==> config.mk <==
export PLATFORM = sky130hd
export DESIGN_NAME = snep_top
export DESIGN_NICKNAME = d
export VERILOG_FILES = /design/src/rtl/snep_pkg.sv /design/src/rtl/snep_top.sv /design/src/rtl/snep_uart_rx.sv /design/src/rtl/snep_uart_tx.sv
export VERILOG_INCLUDE_DIRS = /design/src /design/src/rtl
export SDC_FILE = /design/constraint.sdc
export NUM_CORES = 1
export LEC_CHECK = 0
export BUFFER_PORTS_ARGS = -buffer_cell sky130_fd_sc_hd__buf_2
export CAP_MARGIN = 5
export CORE_MARGIN = 10
export CORE_UTILIZATION = 60
export CTS_BUF_LIST = sky130_fd_sc_hd__clkbuf_4 sky130_fd_sc_hd__clkbuf_8 sky130_fd_sc_hd__clkbuf_16
export DETAILED_ROUTE_END_ITERATION = 8
export GPL_TIMING_DRIVEN = 0
export PLACE_DENSITY = 0.84
export SLEW_MARGIN = 20
export SYNTH_ARGS = -nofsm -noshare
export SYNTH_HDL_FRONTEND = slang
export SYNTH_SLANG_ARGS = --single-unit
==> constraint.sdc <==
create_clock -name ref_clk -period 12.64 [get_ports ref_clk]
set_input_delay 0.632 -clock ref_clk [delete_from_list [all_inputs] [get_ports ref_clk]]
set_output_delay 0.632 -clock ref_clk [all_outputs]
set_load 0.01 [all_outputs]
==> src/rtl/snep_regs.svh <==
// constants of the serial numeric entry and error parser
// Functional notes
// - hex entry is dollar then digits, terminated
// - bad hex digit aborts, errors, pin low
// - leading zeros ignored, max eight significant digits
// - upper and lower hex letters equal
// - byte commands use low holding byte
// - decimal entry hash, eight digits 0-9
// - valid entries load the holding register
// - digits without prefix are an error
// - rejected entry keeps holding register unchanged
// - CR, LF, space, control codes except backspace terminate
// - backspace invalidates entry, error at terminator
// - error pin low on error, high next entry
// - lone terminators leave pin and counter alone
// - eight-bit saturating error counter
// - prompt is low count nibble then '>'
// - question mark then CR then prompt
// - reset sends one exclamation mark only
// - force-error command acts as an error
// - clear command alone clears the counter
// - show-count sends counter as two hex
// - command letters are case sensitive
// - link is 9600 baud 8N1, no echo
`ifndef SNEP_REGS_SVH
`define SNEP_REGS_SVH
`define SNEP_CLK_HZ 100000000
`define SNEP_BAUD 9600
`define SNEP_BIT_CYC (`SNEP_CLK_HZ / `SNEP_BAUD)
`define SNEP_CH_BANG 8'h21
`define SNEP_CH_QUES 8'h3f
`define SNEP_CH_GT 8'h3e
`define SNEP_CH_CR 8'h0d
`define SNEP_CH_SP 8'h20
`define SNEP_CH_BS 8'h08
`define SNEP_CH_DOLLAR 8'h24
`define SNEP_CH_HASH 8'h23
`define SNEP_CMD_ERR 8'h65
`define SNEP_CMD_CLR 8'h63
`define SNEP_CMD_SHOW 8'h77
`define SNEP_ERR_MAX 8'hff
`define SNEP_MAX_DIG 4'h8
`define SNEP_MSG_LEN 5
`endif

==> src/rtl/snep_pkg.sv <==
// types of the serial numeric entry and error parser
package snep_pkg;
  typedef struct packed {
    logic vld;
    logic [7:0] data;
  } snep_byte_t;
  typedef struct packed {
    logic stb;
    logic [7:0] chr;
  } snep_cmd_t;
  typedef enum logic [4:0] {
    SNEP_ST_IDLE = 5'b00001,
    SNEP_ST_HEX = 5'b00010,
    SNEP_ST_DEC = 5'b00100,
    SNEP_ST_CMD = 5'b01000,
    SNEP_ST_SKIP = 5'b10000
  } snep_state_t;
endpackage

==> src/rtl/snep_top.sv <==
// serial numeric entry and error parser top
`timescale 1ns/1ns
`include "snep_regs.svh"
module snep_top #(
  parameter int BIT_CYC = `SNEP_BIT_CYC
) (
  // clock and reset
  input wire logic ref_clk,
  input wire logic rst_n,
  // serial link
  input wire logic rx_pin,
  output logic tx_pin,
  // error indication, active low
  output logic error_indicator_pin_n,
  // holding register, commands and error counter handed onward
  output logic [31:0] hold_r,
  output logic [7:0] hold_byte_r,
  output snep_pkg::snep_cmd_t cmd_r,
  output logic [7:0] err_cnt_r
);
  logic rs1_r, rst_s_n;
  snep_pkg::snep_byte_t rxb;
  snep_pkg::snep_state_t st_r, st_nxt;
  logic [31:0] acc_r, acc_nxt;
  logic [3:0] ndig_r, ndig_nxt;
  logic any_r, any_nxt, late_r, late_nxt;
  logic [7:0] cchr_r, ch;
  logic term, isdig, hexok, first_ev, err_now, fin, fin_err, hold_ld;
  logic is_e, is_c, is_w, err_ev;
  logic [3:0] hval;
  logic [7:0] cnt_nxt;
  logic [7:0] msg_r [0:`SNEP_MSG_LEN-1];
  logic [2:0] msg_len_r, msg_idx_r;
  logic tx_go_r, tx_busy;
  logic [7:0] tx_dat_r;

  function automatic logic [7:0] hex_ch(input logic [3:0] n);
    hex_ch = (n < 4'ha) ? (8'h30 + {4'h0, n}) : (8'h57 + {4'h0, n});
  endfunction

  always_ff @(posedge ref_clk or negedge rst_n)
  begin
    if (!rst_n)
    begin
      rs1_r <= 1'b0;
      rst_s_n <= 1'b0;
    end
    else
    begin
      rs1_r <= 1'b1;
      rst_s_n <= rs1_r;
    end
  end

  snep_uart_rx #(.BIT_CYC(BIT_CYC)) u_rx (
    .clk(ref_clk),
    .rst_n(rst_s_n),
    .rx_pin(rx_pin),
    .rx_byte(rxb)
  );

  snep_uart_tx #(.BIT_CYC(BIT_CYC)) u_tx (
    .clk(ref_clk),
    .rst_n(rst_s_n),
    .go(tx_go_r),
    .data(tx_dat_r),
    .busy(tx_busy),
    .tx_pin(tx_pin)
  );

  // character classes
  always_comb
  begin
    ch = rxb.data;
    term = ((ch < `SNEP_CH_SP) && (ch != `SNEP_CH_BS)) || (ch == `SNEP_CH_SP);
    isdig = (ch >= 8'h30) && (ch <= 8'h39);
    hexok = 1'b1;
    hval = ch[3:0];
    if (isdig)
      hval = ch[3:0];
    else if (((ch | 8'h20) >= 8'h61) && ((ch | 8'h20) <= 8'h66))
      hval = ch[3:0] + 4'h9;
    else
      hexok = 1'b0;
  end

  // entry parser
  always_comb
  begin
    st_nxt = st_r;
    acc_nxt = acc_r;
    ndig_nxt = ndig_r;
    any_nxt = any_r;
    late_nxt = late_r;
    first_ev = 1'b0;
    err_now = 1'b0;
    fin = 1'b0;
    fin_err = 1'b0;
    hold_ld = 1'b0;
    if (rxb.vld)
    begin
      case (st_r)
        snep_pkg::SNEP_ST_IDLE:
        begin
          if (term)
            fin = 1'b1;
          else
          begin
            first_ev = 1'b1;
            acc_nxt = 32'h0000_0000;
            ndig_nxt = 4'h0;
            any_nxt = 1'b0;
            late_nxt = 1'b0;
            if (ch == `SNEP_CH_DOLLAR)
              st_nxt = snep_pkg::SNEP_ST_HEX;
            else if (ch == `SNEP_CH_HASH)
              st_nxt = snep_pkg::SNEP_ST_DEC;
            else if (isdig)
            begin
              err_now = 1'b1;
              st_nxt = snep_pkg::SNEP_ST_SKIP;
            end
            else if (ch == `SNEP_CH_BS)
            begin
              late_nxt = 1'b1;
              st_nxt = snep_pkg::SNEP_ST_SKIP;
            end
            else
              st_nxt = snep_pkg::SNEP_ST_CMD;
          end
        end
        snep_pkg::SNEP_ST_HEX, snep_pkg::SNEP_ST_DEC:
        begin
          if (term)
          begin
            fin = 1'b1;
            st_nxt = snep_pkg::SNEP_ST_IDLE;
            if (any_r)
              hold_ld = 1'b1;
            else
            begin
              fin_err = 1'b1;
              err_now = 1'b1;
            end
          end
          else if (ch == `SNEP_CH_BS)
          begin
            late_nxt = 1'b1;
            st_nxt = snep_pkg::SNEP_ST_SKIP;
          end
          else if ((st_r == snep_pkg::SNEP_ST_HEX) ? !hexok : !isdig)
          begin
            err_now = 1'b1;
            st_nxt = snep_pkg::SNEP_ST_SKIP;
          end
          else
          begin
            any_nxt = 1'b1;
            if ((acc_r == 32'h0000_0000) && (hval == 4'h0))
              acc_nxt = acc_r;
            else if (ndig_r == `SNEP_MAX_DIG)
            begin
              err_now = 1'b1;
              st_nxt = snep_pkg::SNEP_ST_SKIP;
            end
            else
            begin
              ndig_nxt = ndig_r + 4'h1;
              if (st_r == snep_pkg::SNEP_ST_HEX)
                acc_nxt = {acc_r[27:0], hval};
              else
                acc_nxt = (acc_r << 3) + (acc_r << 1) + {28'h0, hval};
            end
          end
        end
        snep_pkg::SNEP_ST_CMD:
        begin
          if (term)
          begin
            fin = 1'b1;
            st_nxt = snep_pkg::SNEP_ST_IDLE;
          end
          else
          begin
            late_nxt = 1'b1;
            st_nxt = snep_pkg::SNEP_ST_SKIP;
          end
        end
        default:
        begin
          if (term)
          begin
            fin = 1'b1;
            fin_err = 1'b1;
            err_now = late_r;
            st_nxt = snep_pkg::SNEP_ST_IDLE;
          end
        end
      endcase
    end
  end

  // command decode at the terminator, exact case only
  always_comb
  begin
    is_e = fin && (st_r == snep_pkg::SNEP_ST_CMD) && (cchr_r == `SNEP_CMD_ERR);
    is_c = fin && (st_r == snep_pkg::SNEP_ST_CMD) && (cchr_r == `SNEP_CMD_CLR);
    is_w = fin && (st_r == snep_pkg::SNEP_ST_CMD) && (cchr_r == `SNEP_CMD_SHOW);
    err_ev = err_now | is_e;
    if (is_c)
      cnt_nxt = 8'h00;
    else if (err_ev && (err_cnt_r != `SNEP_ERR_MAX))
      cnt_nxt = err_cnt_r + 8'h01;
    else
      cnt_nxt = err_cnt_r;
  end

  always_ff @(posedge ref_clk or negedge rst_s_n)
  begin
    if (!rst_s_n)
    begin
      st_r <= snep_pkg::SNEP_ST_IDLE;
      acc_r <= 32'h0000_0000;
      ndig_r <= 4'h0;
      any_r <= 1'b0;
      late_r <= 1'b0;
      cchr_r <= 8'h00;
    end
    else
    begin
      st_r <= st_nxt;
      acc_r <= acc_nxt;
      ndig_r <= ndig_nxt;
      any_r <= any_nxt;
      late_r <= late_nxt;
      if (first_ev)
        cchr_r <= ch;
    end
  end

  // holding register, untouched by rejected entries
  always_ff @(posedge ref_clk or negedge rst_s_n)
  begin
    if (!rst_s_n)
    begin
      hold_r <= 32'h0000_0000;
      hold_byte_r <= 8'h00;
    end
    else if (hold_ld)
    begin
      hold_r <= acc_r;
      hold_byte_r <= acc_r[7:0];
    end
  end

  // other commands handed on with their exact letter
  always_ff @(posedge ref_clk or negedge rst_s_n)
  begin
    if (!rst_s_n)
      cmd_r <= '0;
    else
    begin
      cmd_r.stb <= fin && (st_r == snep_pkg::SNEP_ST_CMD) && !is_e && !is_c && !is_w;
      if (fin)
        cmd_r.chr <= cchr_r;
    end
  end

  // lone terminators touch neither counter nor pin
  always_ff @(posedge ref_clk or negedge rst_s_n)
  begin
    if (!rst_s_n)
      err_cnt_r <= 8'h00;
    else
      err_cnt_r <= cnt_nxt;
  end

  always_ff @(posedge ref_clk or negedge rst_s_n)
  begin
    if (!rst_s_n)
      error_indicator_pin_n <= 1'b1;
    else if (err_ev)
      error_indicator_pin_n <= 1'b0;
    else if (first_ev || is_c)
      error_indicator_pin_n <= 1'b1;
  end

  // reply buffer; a reply is dropped if the previous one is still going
  always_ff @(posedge ref_clk or negedge rst_s_n)
  begin
    if (!rst_s_n)
    begin
      msg_r[0] <= `SNEP_CH_BANG;
      for (int i = 1; i < `SNEP_MSG_LEN; i++)
        msg_r[i] <= 8'h00;
      msg_len_r <= 3'h1;
      msg_idx_r <= 3'h0;
      tx_go_r <= 1'b0;
      tx_dat_r <= 8'h00;
    end
    else
    begin
      tx_go_r <= 1'b0;
      if ((msg_idx_r == msg_len_r) && !tx_busy && !tx_go_r)
      begin
        if (fin && (fin_err || is_e))
        begin
          msg_r[0] <= `SNEP_CH_QUES;
          msg_r[1] <= `SNEP_CH_CR;
          msg_r[2] <= hex_ch(cnt_nxt[3:0]);
          msg_r[3] <= `SNEP_CH_GT;
          msg_len_r <= 3'h4;
          msg_idx_r <= 3'h0;
        end
        else if (is_w)
        begin
          msg_r[0] <= hex_ch(err_cnt_r[7:4]);
          msg_r[1] <= hex_ch(err_cnt_r[3:0]);
          msg_r[2] <= `SNEP_CH_CR;
          msg_r[3] <= hex_ch(cnt_nxt[3:0]);
          msg_r[4] <= `SNEP_CH_GT;
          msg_len_r <= 3'h5;
          msg_idx_r <= 3'h0;
        end
        else if (fin)
        begin
          msg_r[0] <= hex_ch(cnt_nxt[3:0]);
          msg_r[1] <= `SNEP_CH_GT;
          msg_len_r <= 3'h2;
          msg_idx_r <= 3'h0;
        end
      end
      else if ((msg_idx_r != msg_len_r) && !tx_busy && !tx_go_r)
      begin
        tx_go_r <= 1'b1;
        tx_dat_r <= msg_r[msg_idx_r];
        msg_idx_r <= msg_idx_r + 3'h1;
      end
    end
  end
endmodule // snep_top

==> src/rtl/snep_uart_rx.sv <==
// serial receiver, 8 data bits, no parity, one stop bit
`timescale 1ns/1ns
module snep_uart_rx #(
  parameter int BIT_CYC = 10416
) (
  // clock and reset
  input wire logic clk,
  input wire logic rst_n,
  // serial line
  input wire logic rx_pin,
  // received byte
  output snep_pkg::snep_byte_t rx_byte
);
  logic s1_r, s2_r, s3_r, lvl_r;
  logic [1:0] ph_r;
  logic [15:0] cnt_r;
  logic [2:0] bit_r;
  logic [7:0] sh_r;

  always_ff @(posedge clk or negedge rst_n)
  begin
    if (!rst_n)
    begin
      s1_r <= 1'b1;
      s2_r <= 1'b1;
      s3_r <= 1'b1;
      lvl_r <= 1'b1;
    end
    else
    begin
      s1_r <= rx_pin;
      s2_r <= s1_r;
      s3_r <= s2_r;
      if (s2_r == s3_r)
        lvl_r <= s3_r;
    end
  end

  // ph 0 idle, 1 start, 2 data, 3 stop
  always_ff @(posedge clk or negedge rst_n)
  begin
    if (!rst_n)
    begin
      ph_r <= 2'h0;
      cnt_r <= 16'h0000;
      bit_r <= 3'h0;
      sh_r <= 8'h00;
      rx_byte <= '0;
    end
    else
    begin
      rx_byte.vld <= 1'b0;
      if (cnt_r != 16'h0000)
        cnt_r <= cnt_r - 16'h0001;
      else
      begin
        case (ph_r)
          2'h0:
          begin
            if (!lvl_r)
            begin
              ph_r <= 2'h1;
              cnt_r <= 16'(BIT_CYC / 2);
            end
          end
          2'h1:
          begin
            ph_r <= lvl_r ? 2'h0 : 2'h2;
            cnt_r <= 16'(BIT_CYC - 1);
            bit_r <= 3'h0;
          end
          2'h2:
          begin
            sh_r <= {lvl_r, sh_r[7:1]};
            bit_r <= bit_r + 3'h1;
            cnt_r <= 16'(BIT_CYC - 1);
            if (bit_r == 3'h7)
              ph_r <= 2'h3;
          end
          default:
          begin
            ph_r <= 2'h0;
            if (lvl_r)
            begin
              rx_byte.vld <= 1'b1;
              rx_byte.data <= sh_r;
            end
          end
        endcase
      end
    end
  end
endmodule // snep_uart_rx

==> src/rtl/snep_uart_tx.sv <==
// serial transmitter, 8 data bits, no parity, one stop bit
`timescale 1ns/1ns
module snep_uart_tx #(
  parameter int BIT_CYC = 10416
) (
  // clock and reset
  input wire logic clk,
  input wire logic rst_n,
  // byte to send
  input wire logic go,
  input wire logic [7:0] data,
  output logic busy,
  // serial line
  output logic tx_pin
);
  logic [9:0] sh_r;
  logic [3:0] left_r;
  logic [15:0] cnt_r;

  always_ff @(posedge clk or negedge rst_n)
  begin
    if (!rst_n)
    begin
      sh_r <= 10'h3ff;
      left_r <= 4'h0;
      cnt_r <= 16'h0000;
      busy <= 1'b0;
      tx_pin <= 1'b1;
    end
    else if (!busy)
    begin
      if (go)
      begin
        sh_r <= {1'b1, data, 1'b0};
        left_r <= 4'ha;
        cnt_r <= 16'h0000;
        busy <= 1'b1;
      end
    end
    else if (cnt_r != 16'h0000)
      cnt_r <= cnt_r - 16'h0001;
    else if (left_r == 4'h0)
      busy <= 1'b0;
    else
    begin
      tx_pin <= sh_r[0];
      sh_r <= {1'b1, sh_r[9:1]};
      left_r <= left_r - 4'h1;
      cnt_r <= 16'(BIT_CYC - 1);
    end
  end
endmodule // snep_uart_tx

After elaboration in Yosys (flattened, before gate mapping)
Index checks and enable logic that the tools add are counted.
{"block": "totals", "inputBits": 3, "elab_cells": 297, "ff_bits": 233, "output_inout_bits": 59}
{"block": "classes", "add_sub_neg": 16, "reduce_logical": 65, "bitwise_logic": 8, "eq_ne": 37, "mux": 123, "magnitude_cmp": 9}
{"cell": "$mux 32", "n": 8}
{"cell": "$mux 16", "n": 8}
{"cell": "$pmux 32 s2", "n": 1}
{"cell": "$mux 5", "n": 12}
{"cell": "$mux 8", "n": 7}
{"cell": "$mux 4", "n": 12}
{"cell": "$mux 1", "n": 46}
{"cell": "$mux 10", "n": 4}
{"cell": "$add 32x32->32", "n": 1}
{"cell": "$add 32x4->32", "n": 1}
{"cell": "$logic_not 32->1", "n": 1}
{"cell": "$pmux 16 s2", "n": 1}
{"cell": "$reduce_bool 16->1", "n": 2}
{"cell": "$sub 16x1->16 const B", "n": 2}
{"cell": "$mux 9", "n": 3}
{"cell": "$add 7x4->8 const A", "n": 3}
{"cell": "$bmux 8 s3", "n": 1}
{"cell": "$eq 8x6->1 const B", "n": 3}
{"cell": "$eq 8x7->1 const B", "n": 3}
{"cell": "$mux 24", "n": 1}
{"cell": "$mux 3", "n": 8}
{"cell": "$ne 2x2->1 const B", "n": 11}
{"cell": "$add 6x4->7 const A", "n": 3}
{"cell": "$logic_and 1x1->1", "n": 17}
{"cell": "54 further kinds", "n": 99}

Depth between registers and ports, before layout
Gate-level depths: netlist of the first run.
{"block": "logic_depth", "word_depth": 21, "ltp_mapped": 19, "mapped_depth_nobuf": 19}

By module
Synthesis of the first run repeated with hierarchy kept, for this count alone.
{"block": "hier_totals", "hier_cells": 1254, "hier_area_um2": 12857.3}
{"mod": "snep_top", "cells_per_inst": 923, "area_per_inst_um2": 9106.2, "instances": 1, "seq_area_each_um2": 3684.8}
{"mod": "snep_uart_rx", "cells_per_inst": 168, "area_per_inst_um2": 2028.2, "instances": 1, "seq_area_each_um2": 1056.0}
{"mod": "snep_uart_tx", "cells_per_inst": 163, "area_per_inst_um2": 1722.9, "instances": 1, "seq_area_each_um2": 788.3}

Worst setup path after synthesis of the first run
Ideal clock, no wire load.
{"block": "synth_path", "path_kind": "register -> register", "startpoint": "reg u_rx.rx_byte[0] (netlist bit)", "endpoint": "reg acc_r[26]", "arrival_time_ns": 4.156, "synth_period_minus_slack_ns": 4.289, "path_slack_ns": 8.351, "n_path_buf": 0, "stages_incl_launch_ff": 19, "setup_time_ns": 0.133, "path_cell_list": "dfrtp_1 -> inv_1 -> ha_1 -> or3b_1 -> and2_1 -> nand2_1 -> nand2b_1 -> fa_1 -> fa_1 -> a211o_1 -> o211ai_1 -> a211o_1 -> nand3_1 -> a211oi_1 -> o21ai_0 -> a21o_1 -> a21oi_1 -> xor2_1 -> o21ai_0"}
{"block": "synth_between", "elab_chain_len": 12}
{"element": "from (decl)", "line_no": "snep_uart_rx.sv:12", "rtl": "output snep_pkg::snep_byte_t rx_byte"}
{"element": "$ge 8x7->1 or $le 8x7->1 (tied branches)", "line_no": "snep_top.sv:81", "rtl": "else if (((ch | 8'h20) >= 8'h61) && ((ch | 8'h20) <= 8'h66))"}
{"element": "$logic_and 1x1->1", "line_no": "snep_top.sv:81"}
{"element": "$mux 4", "line_no": "snep_top.sv:81"}
{"element": "$mux 4", "line_no": "snep_top.sv:79", "rtl": "if (isdig)"}
{"element": "$add 32x4->32", "line_no": "snep_top.sv:172", "rtl": "acc_nxt = (acc_r << 3) + (acc_r << 1) + {28'h0, hval};"}
{"element": "$mux 32", "line_no": "snep_top.sv:169", "rtl": "if (st_r == snep_pkg::SNEP_ST_HEX)"}
{"element": "$mux 32", "line_no": "snep_top.sv:161", "rtl": "else if (ndig_r == `SNEP_MAX_DIG)"}
{"element": "$mux 32", "line_no": "snep_top.sv:159", "rtl": "if ((acc_r == 32'h0000_0000) && (hval == 4'h0))"}
{"element": "$mux 32", "line_no": "snep_top.sv:151", "rtl": "else if ((st_r == snep_pkg::SNEP_ST_HEX) ? !hexok : !isdig)"}
{"element": "$mux 32", "line_no": "snep_top.sv:146", "rtl": "else if (ch == `SNEP_CH_BS)"}
{"element": "$mux 32", "line_no": "snep_top.sv:134", "rtl": "if (term)"}
{"element": "$pmux 32 s2", "line_no": "snep_top.sv:102", "rtl": "case (st_r)"}
{"element": "to (signal assigned)", "line_no": "snep_top.sv:232", "rtl": "acc_r <= acc_nxt;"}
{"element": "to (decl)", "line_no": "snep_top.sv:24", "rtl": "logic [31:0] acc_r, acc_nxt;"}
Parallel ways exist; a longest one is shown, timed or not. The select of a mux whose other input is x is not followed.
A chain may end at the register's enable or synchronous reset.

Worst setup path after layout of the first run
{"block": "layout_path", "startpoint": "reg u_rx.rx_byte[1] (netlist bit)", "endpoint": "reg acc_r[27]"}
Same word-level chain as after synthesis.

==> qor.tcl, run 1 <==
set qor(final_util) 0.6842
set qor(drtAntennaViolNets) 0
set qor(vdd_ir_drop_max_v) 0.0001001
set qor(drcViolationCount) 0
set qor(yosysMostFrequentCell) {sky130_fd_sc_hd__dfrtp_1}
set qor(tritoncts) {built}
set qor(power.density_cell_area_mw_per_mm2) 103.2
set qor(r2r_cells) 17
set qor(number_of_enable_flip_flop_cells_after_synthesis) 0
set qor(numPortBuffers) 61
set qor(yosys.cell_types.count) 77
set qor(clk_latency_ns) 0.51
set qor(crit_chain) {inv_1, ha_1, or3b_1, and2_1, nand2_1, nand2b_1, fa_1, ha_1, a211oi_1, o21ai_0, a41oi_1, a2111oi_0, a21oi_1, and2_1, o21ai_0, xnor2_1, o21ai_0}
set qor(antenna_found_initial) 0
set qor(std_cell_rows) 52
set qor(place_inst) 1577
set qor(number_of_buffers_and_inverters_on_the_critical_path) 1
set qor(totalNegativeSetupSlack_ns) 0
set qor(maxClockFrequency_ghz) 0.1922
set qor(clock_buffers_created_by_tritoncts) 24
set qor(synth.top_cell.area_share) 0.4113
set qor(async_flop_share) 1.000
set qor(antenna-diode-count) 0
set qor(final_area_sq_mm) 0.01380
set qor(synth_common_cells) {201 x sky130_fd_sc_hd__dfrtp_1, 138 x sky130_fd_sc_hd__nor2_1, 132 x sky130_fd_sc_hd__nand2_1}
set qor(outcome) {complete, no violations}
set qor(top_level_ports) 62
set qor(post_dp_cell_area_sq_mm) 0.01299
set qor(grt_first_pass_wirelength_mm) 48.43
set qor(viasPerCell) 6.056
set qor(yosysWarnings) 0
set qor(critical_path.max_stage_delay_ns) 0.89
set qor(worst-endpoint-arrival_ns) 5.58
set qor(crit_fanout) 6
set qor(netlist.top_cell.by_area) {sky130_fd_sc_hd__dfrtp_1}
set qor(final_global_route_overflow_total) 0
set qor(floorplan.die.height_um) 162.8
set qor(critical_path_depth) 17
set qor(clkSinkCount) 220
set qor(multi_input_gate_area_sq_mm) 0.006321
set qor(route.vias.total) 9823
set qor(postSynthNetCount) 1328
set qor(maximum_number_of_pins_on_one_net_before_global_route_repair) 57
set qor(critPathCaptureType) {flip-flop}
set qor(clkSlewWorstSetupHoldPaths_ns) 0.06
set qor(clock_path_buffers) 3
set qor(post_layout_nonfiller_instances) 1622
set qor(wire_length_per_cell_um) 17.72
set qor(setup_viol) 0
set qor(tightest_slew_ns) 0.9606
set qor(vias_in_the_first_global_route) 9953
set qor(final_max_slew_viol_count) 0
set qor(area.growth.synth_to_final_pct) 12.85
set qor(cellLeakagePower_nw) 6.864
set qor(die_width_um) 162.8
set qor(avgSynthCellArea_sq_um) 9.846
set qor(netlist_area_sq_mm) 0.01223
set qor(design.core.area_sq_mm) 0.02017
set qor(max_cap_viol_count) 0
set qor(cp.required_ns) 13.01
set qor(globalRouteTotalUtil) 0.2146
set qor(library_cell_used_as_clock_root_buffer) {sky130_fd_sc_hd__clkbuf_16}
set qor(finalHoldWorstSlack_ns) 0.1622
set qor(finalHoldViolCount) 0
set qor(critPathMostFrequentCell) {sky130_fd_sc_hd__o21ai_0}
set qor(wl_mm) 28.74
set qor(grt_setup_unrepaired) {no}
set qor(drt_iter0_markers) 652
set qor(worst_setup_path_start_kind) {flip-flop}
set qor(synth_flop_cell) {sky130_fd_sc_hd__dfrtp_1}
set qor(postSynthCellCount) 1242
set qor(worst_slew_margin_rel) 0.3431
set qor(number_of_post_cts_setup_repair_buffers) 0
set qor(layout.filler_cells) 1477
set qor(clock-skew-final_ns) 0.01376
set qor(fp.dieArea_sq_mm) 0.02649
set qor(critical-path-top-delay-family) {compound AO/OA/AOI/OAI gates}
set qor(initial_core_util) 0.6063
set qor(final.min_clock_period_ns) 5.202
set qor(yosysSeqAreaShare) 0.4521
set qor(finish.net_count) 1420
set qor(post_synth_main_area_contributors) {sky130_fd_sc_hd__dfrtp_1 41%, sky130_fd_sc_hd__ha_1 8.3%, sky130_fd_sc_hd__mux2_2 4.3%, sky130_fd_sc_hd__nor2_1 4.2%, sky130_fd_sc_hd__dfstp_2 4.1%}
set qor(half_perimeter_wire_length_after_detailed_placement_mm) 20.17
set qor(drt-pass1-iter-count) 5
set qor(share_of_post_route_cells_with_drive_strength_above_1) 0.1531
set qor(setup.worst_path.class) {flip-flop to flip-flop}
set qor(clock_h_tree_levels) 1
set qor(ff_latch_area_sq_mm) 0.005533
set qor(routabilityCongestion) 0.8942
set qor(cp_slowest_cell) {sky130_fd_sc_hd__a2111oi_0}
set qor(min_period_over_period) 0.4115
set qor(yosys_register_bits) 220
set qor(timing.hold.worst.class) {flip-flop to asynchronous set/reset pin}
-- what timing repair did --
action	4_1_cts	5_1_grt
hold buffers	1	0
setup endpoints to repair	0	0
gates resized for setup	0	0
hold endpoints to repair	2	0
-- final timing paths --
check	startpoint	slack (ns)	to
max reg2reg	u_rx.rx_byte[1]	7.44	acc_r[27]
min in group ref_clk	rx_pin	0.23	u_rx.s1_r
max	u_rx.rx_byte[1]	7.44	acc_r[27]
max in group asynchronous	rst_s_n	11.25	u_rx.s2_r
min reg2reg	rst_s_n	0.16	u_tx.left_r[1]
min	rst_s_n	0.16	u_tx.left_r[1]
-- metrics by stage --
step	total power, mW	setup WS, ns
2_1_floorplan	0.7298	6.088
3_3_place_gp	0.7338	3.828
3_5_place_dp	0.7389	7.683
4_1_cts	1.435	7.534
5_1_grt	1.466	7.040
6_report	1.424	7.438
-- power breakdown --
part / internal (mW) / switching, mW / total (mW)
clock: 0.423 / 0.275 / 0.698
sequential: 0.706 / 0.00134 / 0.708
combinational: 0.00421 / 0.0135 / 0.0177
total: 1.13 / 0.290 / 1.42
-- cells in the final DEF (no fill, tap or decap), types with 12 or more instances in the layout --
cell type / count
sky130_fd_sc_hd__clkbuf_1: 29
sky130_fd_sc_hd__nand3_1: 28
sky130_fd_sc_hd__a21o_1: 20
sky130_fd_sc_hd__nor2_1: 138
sky130_fd_sc_hd__or3_1: 15
sky130_fd_sc_hd__nor4_1: 19
sky130_fd_sc_hd__nand4_1: 13
sky130_fd_sc_hd__a21oi_1: 79
sky130_fd_sc_hd__nand2_1: 132
sky130_fd_sc_hd__ha_1: 81
sky130_fd_sc_hd__o21ai_0: 73
sky130_fd_sc_hd__xnor2_1: 40
sky130_fd_sc_hd__buf_2: 63
sky130_fd_sc_hd__inv_1: 45
sky130_fd_sc_hd__xor2_1: 16
sky130_fd_sc_hd__nor3_1: 21
sky130_fd_sc_hd__clkbuf_16: 25
sky130_fd_sc_hd__nand2b_1: 13
sky130_fd_sc_hd__mux2_2: 47
sky130_fd_sc_hd__a31oi_1: 12
sky130_fd_sc_hd__dfrtp_1: 200
sky130_fd_sc_hd__a221oi_1: 14
sky130_fd_sc_hd__dfstp_2: 19
sky130_fd_sc_hd__mux2i_1: 15
-- state kept, by name, indices dropped and copies added (netlist names), 9 cells and up --
| name | count |
|---|---|
| acc_r | 32 |
| u_tx.cnt_r | 16 |
| hold_r | 32 |
| u_rx.rx_byte | 9 |
| msg_r | 29 |
| cmd_r | 9 |
| u_tx.sh_r | 9 |
| u_rx.cnt_r | 16 |
-- cells by family (layout without fill, tap and decap cells) --
group,after synthesis,count (layout),synth area share
AOI/OAI and AO/OA,288,288,0.1518
xor gates and xnor gates,57,57,0.04144
DFF,220,220,0.4521
and+or+nand+nor,430,430,0.1667
other,1,1,0.0003066
adders and majority gates,84,84,0.08697
buffers and inverters,92,202,0.03100
muxes,70,70,0.06967
-- worst reg2reg max path: stages, from the launching register on --
cell and delay [ns]:
sky130_fd_sc_hd__dfrtp_1 0.44, sky130_fd_sc_hd__inv_1 0.21, sky130_fd_sc_hd__ha_1 0.32, sky130_fd_sc_hd__or3b_1 0.40
sky130_fd_sc_hd__and2_1 0.22, sky130_fd_sc_hd__nand2_1 0.11, sky130_fd_sc_hd__nand2b_1 0.11, sky130_fd_sc_hd__fa_1 0.50
sky130_fd_sc_hd__ha_1 0.33, sky130_fd_sc_hd__a211oi_1 0.07, sky130_fd_sc_hd__o21ai_0 0.26, sky130_fd_sc_hd__a41oi_1 0.25
sky130_fd_sc_hd__a2111oi_0 0.89, sky130_fd_sc_hd__a21oi_1 0.20, sky130_fd_sc_hd__and2_1 0.24, sky130_fd_sc_hd__o21ai_0 0.28
sky130_fd_sc_hd__xnor2_1 0.16, sky130_fd_sc_hd__o21ai_0 0.09
-- metal layers --
layer | GRT usage | part of all wire | vias to the layer above
met5 | 0 | 0 | -
met1 | 0.2713 | 0.42 | 4793
li1 | - | - | 4651
met4 | 0.05861 | 0.023 | 0
met2 | 0.3749 | 0.51 | 324
met3 | 0.03210 | 0.051 | 55
-- cell type report --
cell class / instances / area share
Multi-Input combinational cell: 930 / 0.4580
Sequential cell: 220 / 0.4009
Buffer: 44 / 0.01432
Clock inverter: 3 / 0.001088
Tap cell: 270 / 0.02448
Clock buffer: 41 / 0.05721
Inverter: 48 / 0.01315
Timing Repair Buffer: 66 / 0.03083
Power figures use the tool's default switching activity.
==> inputs of run 2 (changes only) <==
--- a/config.mk
+++ b/config.mk
@@ -9,11 +9,11 @@
 export BUFFER_PORTS_ARGS = -buffer_cell sky130_fd_sc_hd__buf_2
 export CAP_MARGIN = 5
 export CORE_MARGIN = 10
-export CORE_UTILIZATION = 60
+export CORE_UTILIZATION = 56
 export CTS_BUF_LIST = sky130_fd_sc_hd__clkbuf_4 sky130_fd_sc_hd__clkbuf_8 sky130_fd_sc_hd__clkbuf_16
 export DETAILED_ROUTE_END_ITERATION = 8
 export GPL_TIMING_DRIVEN = 0
-export PLACE_DENSITY = 0.84
+export PLACE_DENSITY = 0.83
 export SLEW_MARGIN = 20
 export SYNTH_ARGS = -nofsm -noshare
 export SYNTH_HDL_FRONTEND = slang
==> constraint.sdc (replaced) <==
create_clock -name ref_clk -period 4.25 [get_ports ref_clk]
set_input_delay 0.2125 -clock ref_clk [delete_from_list [all_inputs] [get_ports ref_clk]]
set_output_delay 0.2125 -clock ref_clk [all_outputs]
set_load 0.01 [all_outputs]
==> qor.tcl, run 2 (synthesis results as in run 1) <==
set qor(final_global_route_overflow_total) 0 ;# unchanged
set qor(cp.required_ns) 4.62 ;# -8.39 ns
set qor(finish.net_count) 1434 ;# +0.99%
set qor(area.growth.synth_to_final_pct) 15.37
set qor(final_cell_mix) {198 x sky130_fd_sc_hd__dfrtp_1, 138 x sky130_fd_sc_hd__nor2_1, 131 x sky130_fd_sc_hd__nand2_1}
set qor(maximum_number_of_pins_on_one_net_before_global_route_repair) 58 ;# +1.8%
set qor(post_layout_nonfiller_instances) 1645 ;# +1.4%
set qor(drtAntennaViolNets) 0 ;# unchanged
set qor(power_switching_share) 0.2051 ;# +0.001604
set qor(critical-path-top-delay-family) {compound AO/OA/AOI/OAI gates}
set qor(final.min_clock_period_ns) 4.163 ;# -1.039 ns
set qor(power.internal_mw) 3.384 ;# +200%
set qor(cp-endpoint) {acc_r[26]}
set qor(clkSlewWorstSetupHoldPaths_ns) 0.07 ;# about the same
set qor(post_dp_cell_area_sq_mm) 0.01300 ;# about the same
set qor(tightest_slew_ns) 0.9387 ;# -0.02189 ns
set qor(maxClockFrequency_ghz) 0.2402 ;# +25%
set qor(drt_iter0_markers) 748 ;# +15%
set qor(numPortBuffers) 61 ;# unchanged
set qor(power_frac_clock) 0.493 ;# +0.003
set qor(min_period_over_period) 0.9795 ;# +0.5680
set qor(vias_in_the_first_global_route) 9760 ;# -1.9%
set qor(clock_h_tree_levels) 1 ;# unchanged
set qor(wire_length_per_cell_um) 17.53 ;# -1.1%
set qor(cp_slowest_cell) {sky130_fd_sc_hd__fa_2}
set qor(finalHoldWorstSlack_ns) 0.1829 ;# +0.02063 ns
set qor(crit_chain) {inv_4, ha_4, or3b_4, and2_4, nand2_4, nand2b_4, fa_2, fa_2, a211o_1, o211ai_1, a211o_1, nand3_2, a211oi_2, o21ai_2, a21o_1, a21oi_2, xor2_1, o21ai_0}
set qor(half_perimeter_wire_length_after_detailed_placement_mm) 20.06 ;# -0.58%
set qor(timing.rr.start) {u_rx.rx_byte[0]}
set qor(route.vias.total) 9929 ;# +1.1%
set qor(r2r_cells) 18 ;# +1
set qor(power.density_cell_area_mw_per_mm2) 301.8 ;# +190%
set qor(drt-pass1-iter-count) 5 ;# unchanged
set qor(wl_mm) 28.84 ;# +0.35%
set qor(place_inst) 1587 ;# +0.63%
set qor(tritoncts) {built}
set qor(antenna-diode-count) 0 ;# unchanged
set qor(top_flop_regs) {acc_r: 32 flops, hold_r: 32 flops, msg_r: 29 flops}
set qor(rr_endpoint) {acc_r[26]}
set qor(clk_latency_ns) 0.51 ;# about the same
set qor(critical_path.max_stage_delay_ns) 0.52 ;# -0.37 ns
set qor(globalRouteTotalUtil) 0.1939 ;# -0.02077
set qor(max_cap_viol_count) 0 ;# unchanged
set qor(critical_path_depth) 18 ;# +1
set qor(floorplan.die.height_um) 167.8 ;# +3.1%
set qor(top_level_ports) 62 ;# unchanged
set qor(std_cell_rows) 54 ;# +3.8%
set qor(worst_slew_margin_rel) 0.3694 ;# +0.02634
set qor(clock-skew-final_ns) 0.01199 ;# -0.001779 ns
set qor(setup.worst_path.class) {flip-flop to flip-flop}
set qor(clock_path_buffers) 3 ;# unchanged
set qor(clkSinkCount) 220 ;# unchanged
set qor(critPathCaptureType) {flip-flop}
set qor(final_max_slew_viol_count) 0 ;# unchanged
set qor(outcome) {complete, no violations}
set qor(timing.hold.worst.class) {flip-flop to asynchronous set/reset pin}
set qor(p_total_mw) 4.258 ;# +200%
set qor(worst-endpoint-arrival_ns) 4.54 ;# -1.04 ns
set qor(layout_commonest_cell) {sky130_fd_sc_hd__dfrtp_1}
set qor(share_of_power_burned_in_combinational_logic) 0.012 ;# about the same
set qor(crit_path_start) {u_rx.rx_byte[0]}
set qor(finalHoldViolCount) 0 ;# unchanged
set qor(vdd_ir_drop_max_v) 0.0002910 ;# +190%
set qor(antenna_found_initial) 0 ;# unchanged
set qor(number_of_buffers_and_inverters_on_the_critical_path) 1 ;# unchanged
set qor(initial_core_util) 0.5656 ;# -0.04070
set qor(fp.dieArea_sq_mm) 0.02815 ;# +6.3%
set qor(crit_fanout) 6 ;# unchanged
set qor(final_area_sq_mm) 0.01411 ;# +2.2%
set qor(clock_buffers_created_by_tritoncts) 24 ;# unchanged
set qor(p_switching_uw) 873.5 ;# +200%
set qor(design.core.area_sq_mm) 0.02162 ;# +7.2%
set qor(drcViolationCount) 0 ;# unchanged
set qor(seq_power_share) 0.495 ;# -0.002
set qor(share_of_post_route_cells_with_drive_strength_above_1) 0.1817 ;# +0.02858
set qor(viasPerCell) 6.036 ;# -0.33%
set qor(die_width_um) 167.8 ;# +3.1%
set qor(library_cell_used_as_clock_root_buffer) {sky130_fd_sc_hd__clkbuf_16}
set qor(routabilityCongestion) 0.8813 ;# -1.4%
set qor(grt_first_pass_wirelength_mm) 47.15 ;# -2.6%
set qor(cellLeakagePower_nw) 6.932 ;# +0.98%
set qor(final_util) 0.6525 ;# -0.03170
set qor(ff2ff_setup_slack_ns) 0.09 ;# -7.35 ns
set qor(worst_setup_path_start_kind) {flip-flop}
set qor(setup_viol) 0 ;# unchanged
[run 2: changes by cell type in the layout (fill, tap and decap cells not counted), moves of 4 or more]
cell | previous run | this run
sky130_fd_sc_hd__a21oi_1 | 79 | 73
sky130_fd_sc_hd__buf_4 | 8 | 20
sky130_fd_sc_hd__ha_4 | 0 | 4
sky130_fd_sc_hd__clkbuf_4 | 9 | 3
sky130_fd_sc_hd__ha_1 | 81 | 75
sky130_fd_sc_hd__a21oi_2 | 0 | 6
[run 2: power groups by stage]
stage          combinational [mW]  sequential, mW  clock, mW
2_1_floorplan             0.00137            2.17          0
3_3_place_gp              0.00257            2.18          0
3_5_place_dp               0.0530            2.14          0
4_1_cts                    0.0551            2.11       2.12
5_1_grt                    0.0600            2.11       2.21
6_report                   0.0520            2.11       2.10
[run 2: how the worst min path moves through the flow]
stage	start	endpoint	slack, ns	cells after the start
4_1_cts	rst_s_n	acc_r[11]	0.20	0
5_1_grt	rst_s_n	acc_r[11]	0.21	0
3_5_place_dp	rst_n	rs1_r	0.0003	1
3_3_place_gp	rst_n	rs1_r	-0.003	1
6_report	rst_s_n	acc_r[11]	0.18	0
2_1_floorplan	rst_n	rs1_r	-0.08	0
[run 2: repair_timing]
action | in CTS | in global routing
buffers inserted | 5 | 7
endpoints found under the hold margin | 3 | 0
setup endpoints to repair | 19 | 12
pin swaps | 8 | 15
gates resized for setup | 22 | 19
gates cloned | 0 | 0
hold buffers | 3 | 0
[run 2: cell type report]
type	instances	area, sq um
plain buffers	44	197.7
flip-flops and latches	220	5535
clock inverters	8	67.56
inverters	48	186.4
fillers	1640	7512
repair buffers	80	528.0
multi-input cells	930	6499
clock buffers	35	744.5
well taps	280	350.3
[run 2: worst register-to-register path: cells and delay by family (launching register included)]
family,cells,cell delay (ns)
compound gates,8,1.41
xor+xnor,1,0.18
fa+ha+maj,3,1.03
flops,1,0.46
buf+inv,1,0.10
simple gates,5,0.86
[run 2: layer usage]
metal	part of all wire	global-route usage	vias to the layer above
met4	0.026	0.06321	0
met3	0.053	0.02910	74
met5	0	0	-
met1	0.42	0.2436	4857
li1	-	-	4676
met2	0.50	0.3348	322
[run 2: metrics by stage]
step / setup slack, ns / setup TNS, ns
3_5_place_dp: -0.7757 / -6.753
2_1_floorplan: 0.03278 / 0
6_report: 0.08708 / 0
3_3_place_gp: -0.6541 / -124.88
4_1_cts: 0.005135 / 0
5_1_grt: -0.05151 / -0.06579
==> inputs of run 3 (changes only) <==
--- a/config.mk
+++ b/config.mk
@@ -14,6 +14,7 @@
 export DETAILED_ROUTE_END_ITERATION = 8
 export GPL_TIMING_DRIVEN = 0
 export PLACE_DENSITY = 0.83
+export RECOVER_POWER = 50
 export SLEW_MARGIN = 20
 export SYNTH_ARGS = -nofsm -noshare
 export SYNTH_HDL_FRONTEND = slang
==> qor.tcl, run 3 (synthesis results as in run 1) <==
set qor(final_max_slew_viol_count) 113 ;# +113
set qor(routabilityCongestion) 0.8813 ;# unchanged
set qor(min_period_over_period) 0.9797 ;# about the same
set qor(antenna_found_initial) 0 ;# unchanged
set qor(worst_slack_ns) 0.08619 ;# -0.0008882 ns
set qor(antenna-diode-count) 0 ;# unchanged
set qor(drtAntennaViolNets) 0 ;# unchanged
set qor(design.core.area_sq_mm) 0.02162 ;# unchanged
set qor(die_width_um) 167.8 ;# unchanged
set qor(finalHoldWorstSlack_ns) 0.2000 ;# +0.01709 ns
set qor(finish.net_count) 1434 ;# unchanged
set qor(tritoncts) {built}
set qor(place_ws_ns) -0.7757 ;# unchanged
set qor(clock_h_tree_levels) 1 ;# unchanged
set qor(maxClockFrequency_ghz) 0.2402 ;# about the same
set qor(grt_first_pass_wirelength_mm) 47.15 ;# unchanged
set qor(share_of_post_route_cells_with_drive_strength_above_1) 0.1604 ;# -0.02125
set qor(top_flop_regs) {acc_r: 32 flops, hold_r: 32 flops, msg_r: 29 flops}
set qor(worst-endpoint-arrival_ns) 4.54 ;# about the same
set qor(worst_setup_path_start_kind) {flip-flop}
set qor(finalHoldViolCount) 0 ;# unchanged
set qor(numPortBuffers) 61 ;# unchanged
set qor(final_util) 0.6491 ;# -0.003472
set qor(viasPerCell) 6.010 ;# -0.42%
set qor(ff_latch_area_sq_mm) 0.005532 ;# about the same
set qor(fp.dieArea_sq_mm) 0.02815 ;# unchanged
set qor(vdd_ir_drop_max_v) 0.0002907 ;# -0.12%
set qor(crit_fanout) 6 ;# unchanged
set qor(top_level_ports) 62 ;# unchanged
set qor(std_cell_rows) 54 ;# unchanged
set qor(route.vias.total) 9887 ;# -0.42%
set qor(critical_path.max_stage_delay_ns) 0.52 ;# about the same
set qor(maximum_number_of_pins_on_one_net_before_global_route_repair) 58 ;# unchanged
set qor(library_cell_used_as_clock_root_buffer) {sky130_fd_sc_hd__clkbuf_16}
set qor(cp.required_ns) 4.63 ;# about the same
set qor(critPathCaptureType) {flip-flop}
set qor(clkSlewWorstSetupHoldPaths_ns) 0.07 ;# about the same
set qor(drt_iter0_markers) 797 ;# +6.6%
set qor(crit_chain) {inv_4, ha_4, or3b_4, and2_4, nand2_4, nand2b_4, fa_2, fa_2, a211o_1, o211ai_1, a211o_1, nand3_2, a211oi_2, o21ai_2, a21o_1, a21oi_2, xor2_1, o21ai_0}
set qor(wire_length_per_cell_um) 17.56 ;# +0.17%
set qor(worst_slew_margin_rel) -1.027 ;# -1.397
set qor(setup.worst_path.class) {flip-flop to flip-flop}
set qor(failing_checks) {max-capacitance violations, max-slew violations}
set qor(setup_viol) 0 ;# unchanged
set qor(drcViolationCount) 0 ;# unchanged
set qor(final_area_sq_mm) 0.01403 ;# -0.53%
set qor(final_global_route_overflow_total) 0 ;# unchanged
set qor(layout_commonest_cell) {sky130_fd_sc_hd__dfrtp_1}
set qor(drt-pass1-iter-count) 5 ;# unchanged
set qor(clk_latency_ns) 0.52 ;# about the same
set qor(clock_path_buffers) 3 ;# unchanged
set qor(clkSinkCount) 220 ;# unchanged
set qor(cp_slowest_cell) {sky130_fd_sc_hd__fa_2}
set qor(final.min_clock_period_ns) 4.164 ;# +0.0008882 ns
set qor(layout.filler_cells) 1661 ;# +1.3%
set qor(wl_mm) 28.89 ;# +0.17%
set qor(totalNegativeSetupSlack_ns) 0 ;# unchanged
set qor(power.density_cell_area_mw_per_mm2) 303.3 ;# +0.51%
set qor(initial_core_util) 0.5656 ;# unchanged
set qor(outcome) {finished, violations left}
set qor(clock_buffers_created_by_tritoncts) 24 ;# unchanged
set qor(area.growth.synth_to_final_pct) 14.75
set qor(post_dp_cell_area_sq_mm) 0.01300 ;# unchanged
set qor(half_perimeter_wire_length_after_detailed_placement_mm) 20.06 ;# unchanged
set qor(timing.hold.worst.class) {flip-flop to asynchronous set/reset pin}
set qor(final_cell_mix) {199 x sky130_fd_sc_hd__dfrtp_1, 138 x sky130_fd_sc_hd__nor2_1, 131 x sky130_fd_sc_hd__nand2_1}
set qor(cellLeakagePower_nw) 6.805 ;# -1.8%
set qor(vias_in_the_first_global_route) 9760 ;# unchanged
set qor(tightest_slew_ns) 3.041 ;# +2.102 ns
set qor(clock-skew-final_ns) 0.01441 ;# +0.002423 ns
set qor(globalRouteTotalUtil) 0.1939 ;# unchanged
set qor(floorplan.die.height_um) 167.8 ;# unchanged
set qor(multi_input_gate_area_sq_mm) 0.006499 ;# unchanged
set qor(max_cap_viol_count) 2 ;# +2
run 3: changes by cell type in the layout (fill, tap and decap cells not counted):
cell,change
sky130_fd_sc_hd__buf_2,-24
sky130_fd_sc_hd__dfrtp_1,+1
sky130_fd_sc_hd__clkbuf_1,+25
sky130_fd_sc_hd__dfstp_2,-2
sky130_fd_sc_hd__dfstp_1,+2
sky130_fd_sc_hd__clkdlybuf4s25_1,+1
sky130_fd_sc_hd__dfrtp_4,-1
sky130_fd_sc_hd__buf_16,-2
run 3: final cells by class:
cell class                      count  area share
Inverter                           48     0.01328
Clock inverter                      8    0.004815
Multi-Input combinational cell    930      0.4631
Tap cell                          280     0.02496
Sequential cell                   220      0.3942
Clock buffer                       35     0.05305
Timing Repair Buffer               80     0.03254
Buffer                             44     0.01409
run 3: what timing repair did:
action	CTS	global route
hold buffers	3	0
hold endpoints to repair	3	0
resized for setup	22	19
pin swaps	8	15
endpoints found under the setup margin	19	12
buffers inserted	5	7
run 3: path summary, 6_finish.rpt:
kind                                 start               to  slack, ns  cells after the start
hold / removal                     rst_s_n        acc_r[11]       0.20                      0
max in group asynchronous          rst_s_n  u_rx.rx_byte[0]       0.65                      1
min in group ref_clk                rx_pin        u_rx.s1_r       0.35                      2
hold reg to reg                    rst_s_n        acc_r[11]       0.20                      0
setup / recovery           u_rx.rx_byte[0]        acc_r[26]       0.09                     18
setup reg to reg           u_rx.rx_byte[0]        acc_r[26]       0.09                     18
run 3: stage by stage:
stage | cells | total power [mW]
finish | 1645 | 4.257
detailed placement | 1587 | 2.197
CTS | 1638 | 4.285
floorplan | 1242 | 2.171
global placement | 1583 | 2.183
global route | 1645 | 4.372
run 3: worst max-delay path, delay by kind of cell (launching register included):
kind	cells	cell delay, ns
flops	1	0.46
fa+ha+maj	3	1.02
simple gates	5	0.85
compound gates	8	1.41
buf+inv	1	0.10
xor+xnor	1	0.18
run 3: power by group:
group	total [mW]	internal [mW]	switching, mW
Clock	2.10	1.27	0.834
Combinational	0.0483	0.00914	0.0392
Sequential	2.10	2.10	0.00417
Total	4.26	3.38	0.877
run 3: per-layer routing:
layer | vias to the layer above | share of wire | global-route usage
li1 | 4664 | - | -
met1 | 4862 | 0.42 | 0.2436
met2 | 298 | 0.50 | 0.3348
met3 | 63 | 0.053 | 0.02910
met4 | 0 | 0.023 | 0.06321
met5 | - | 0 | 0
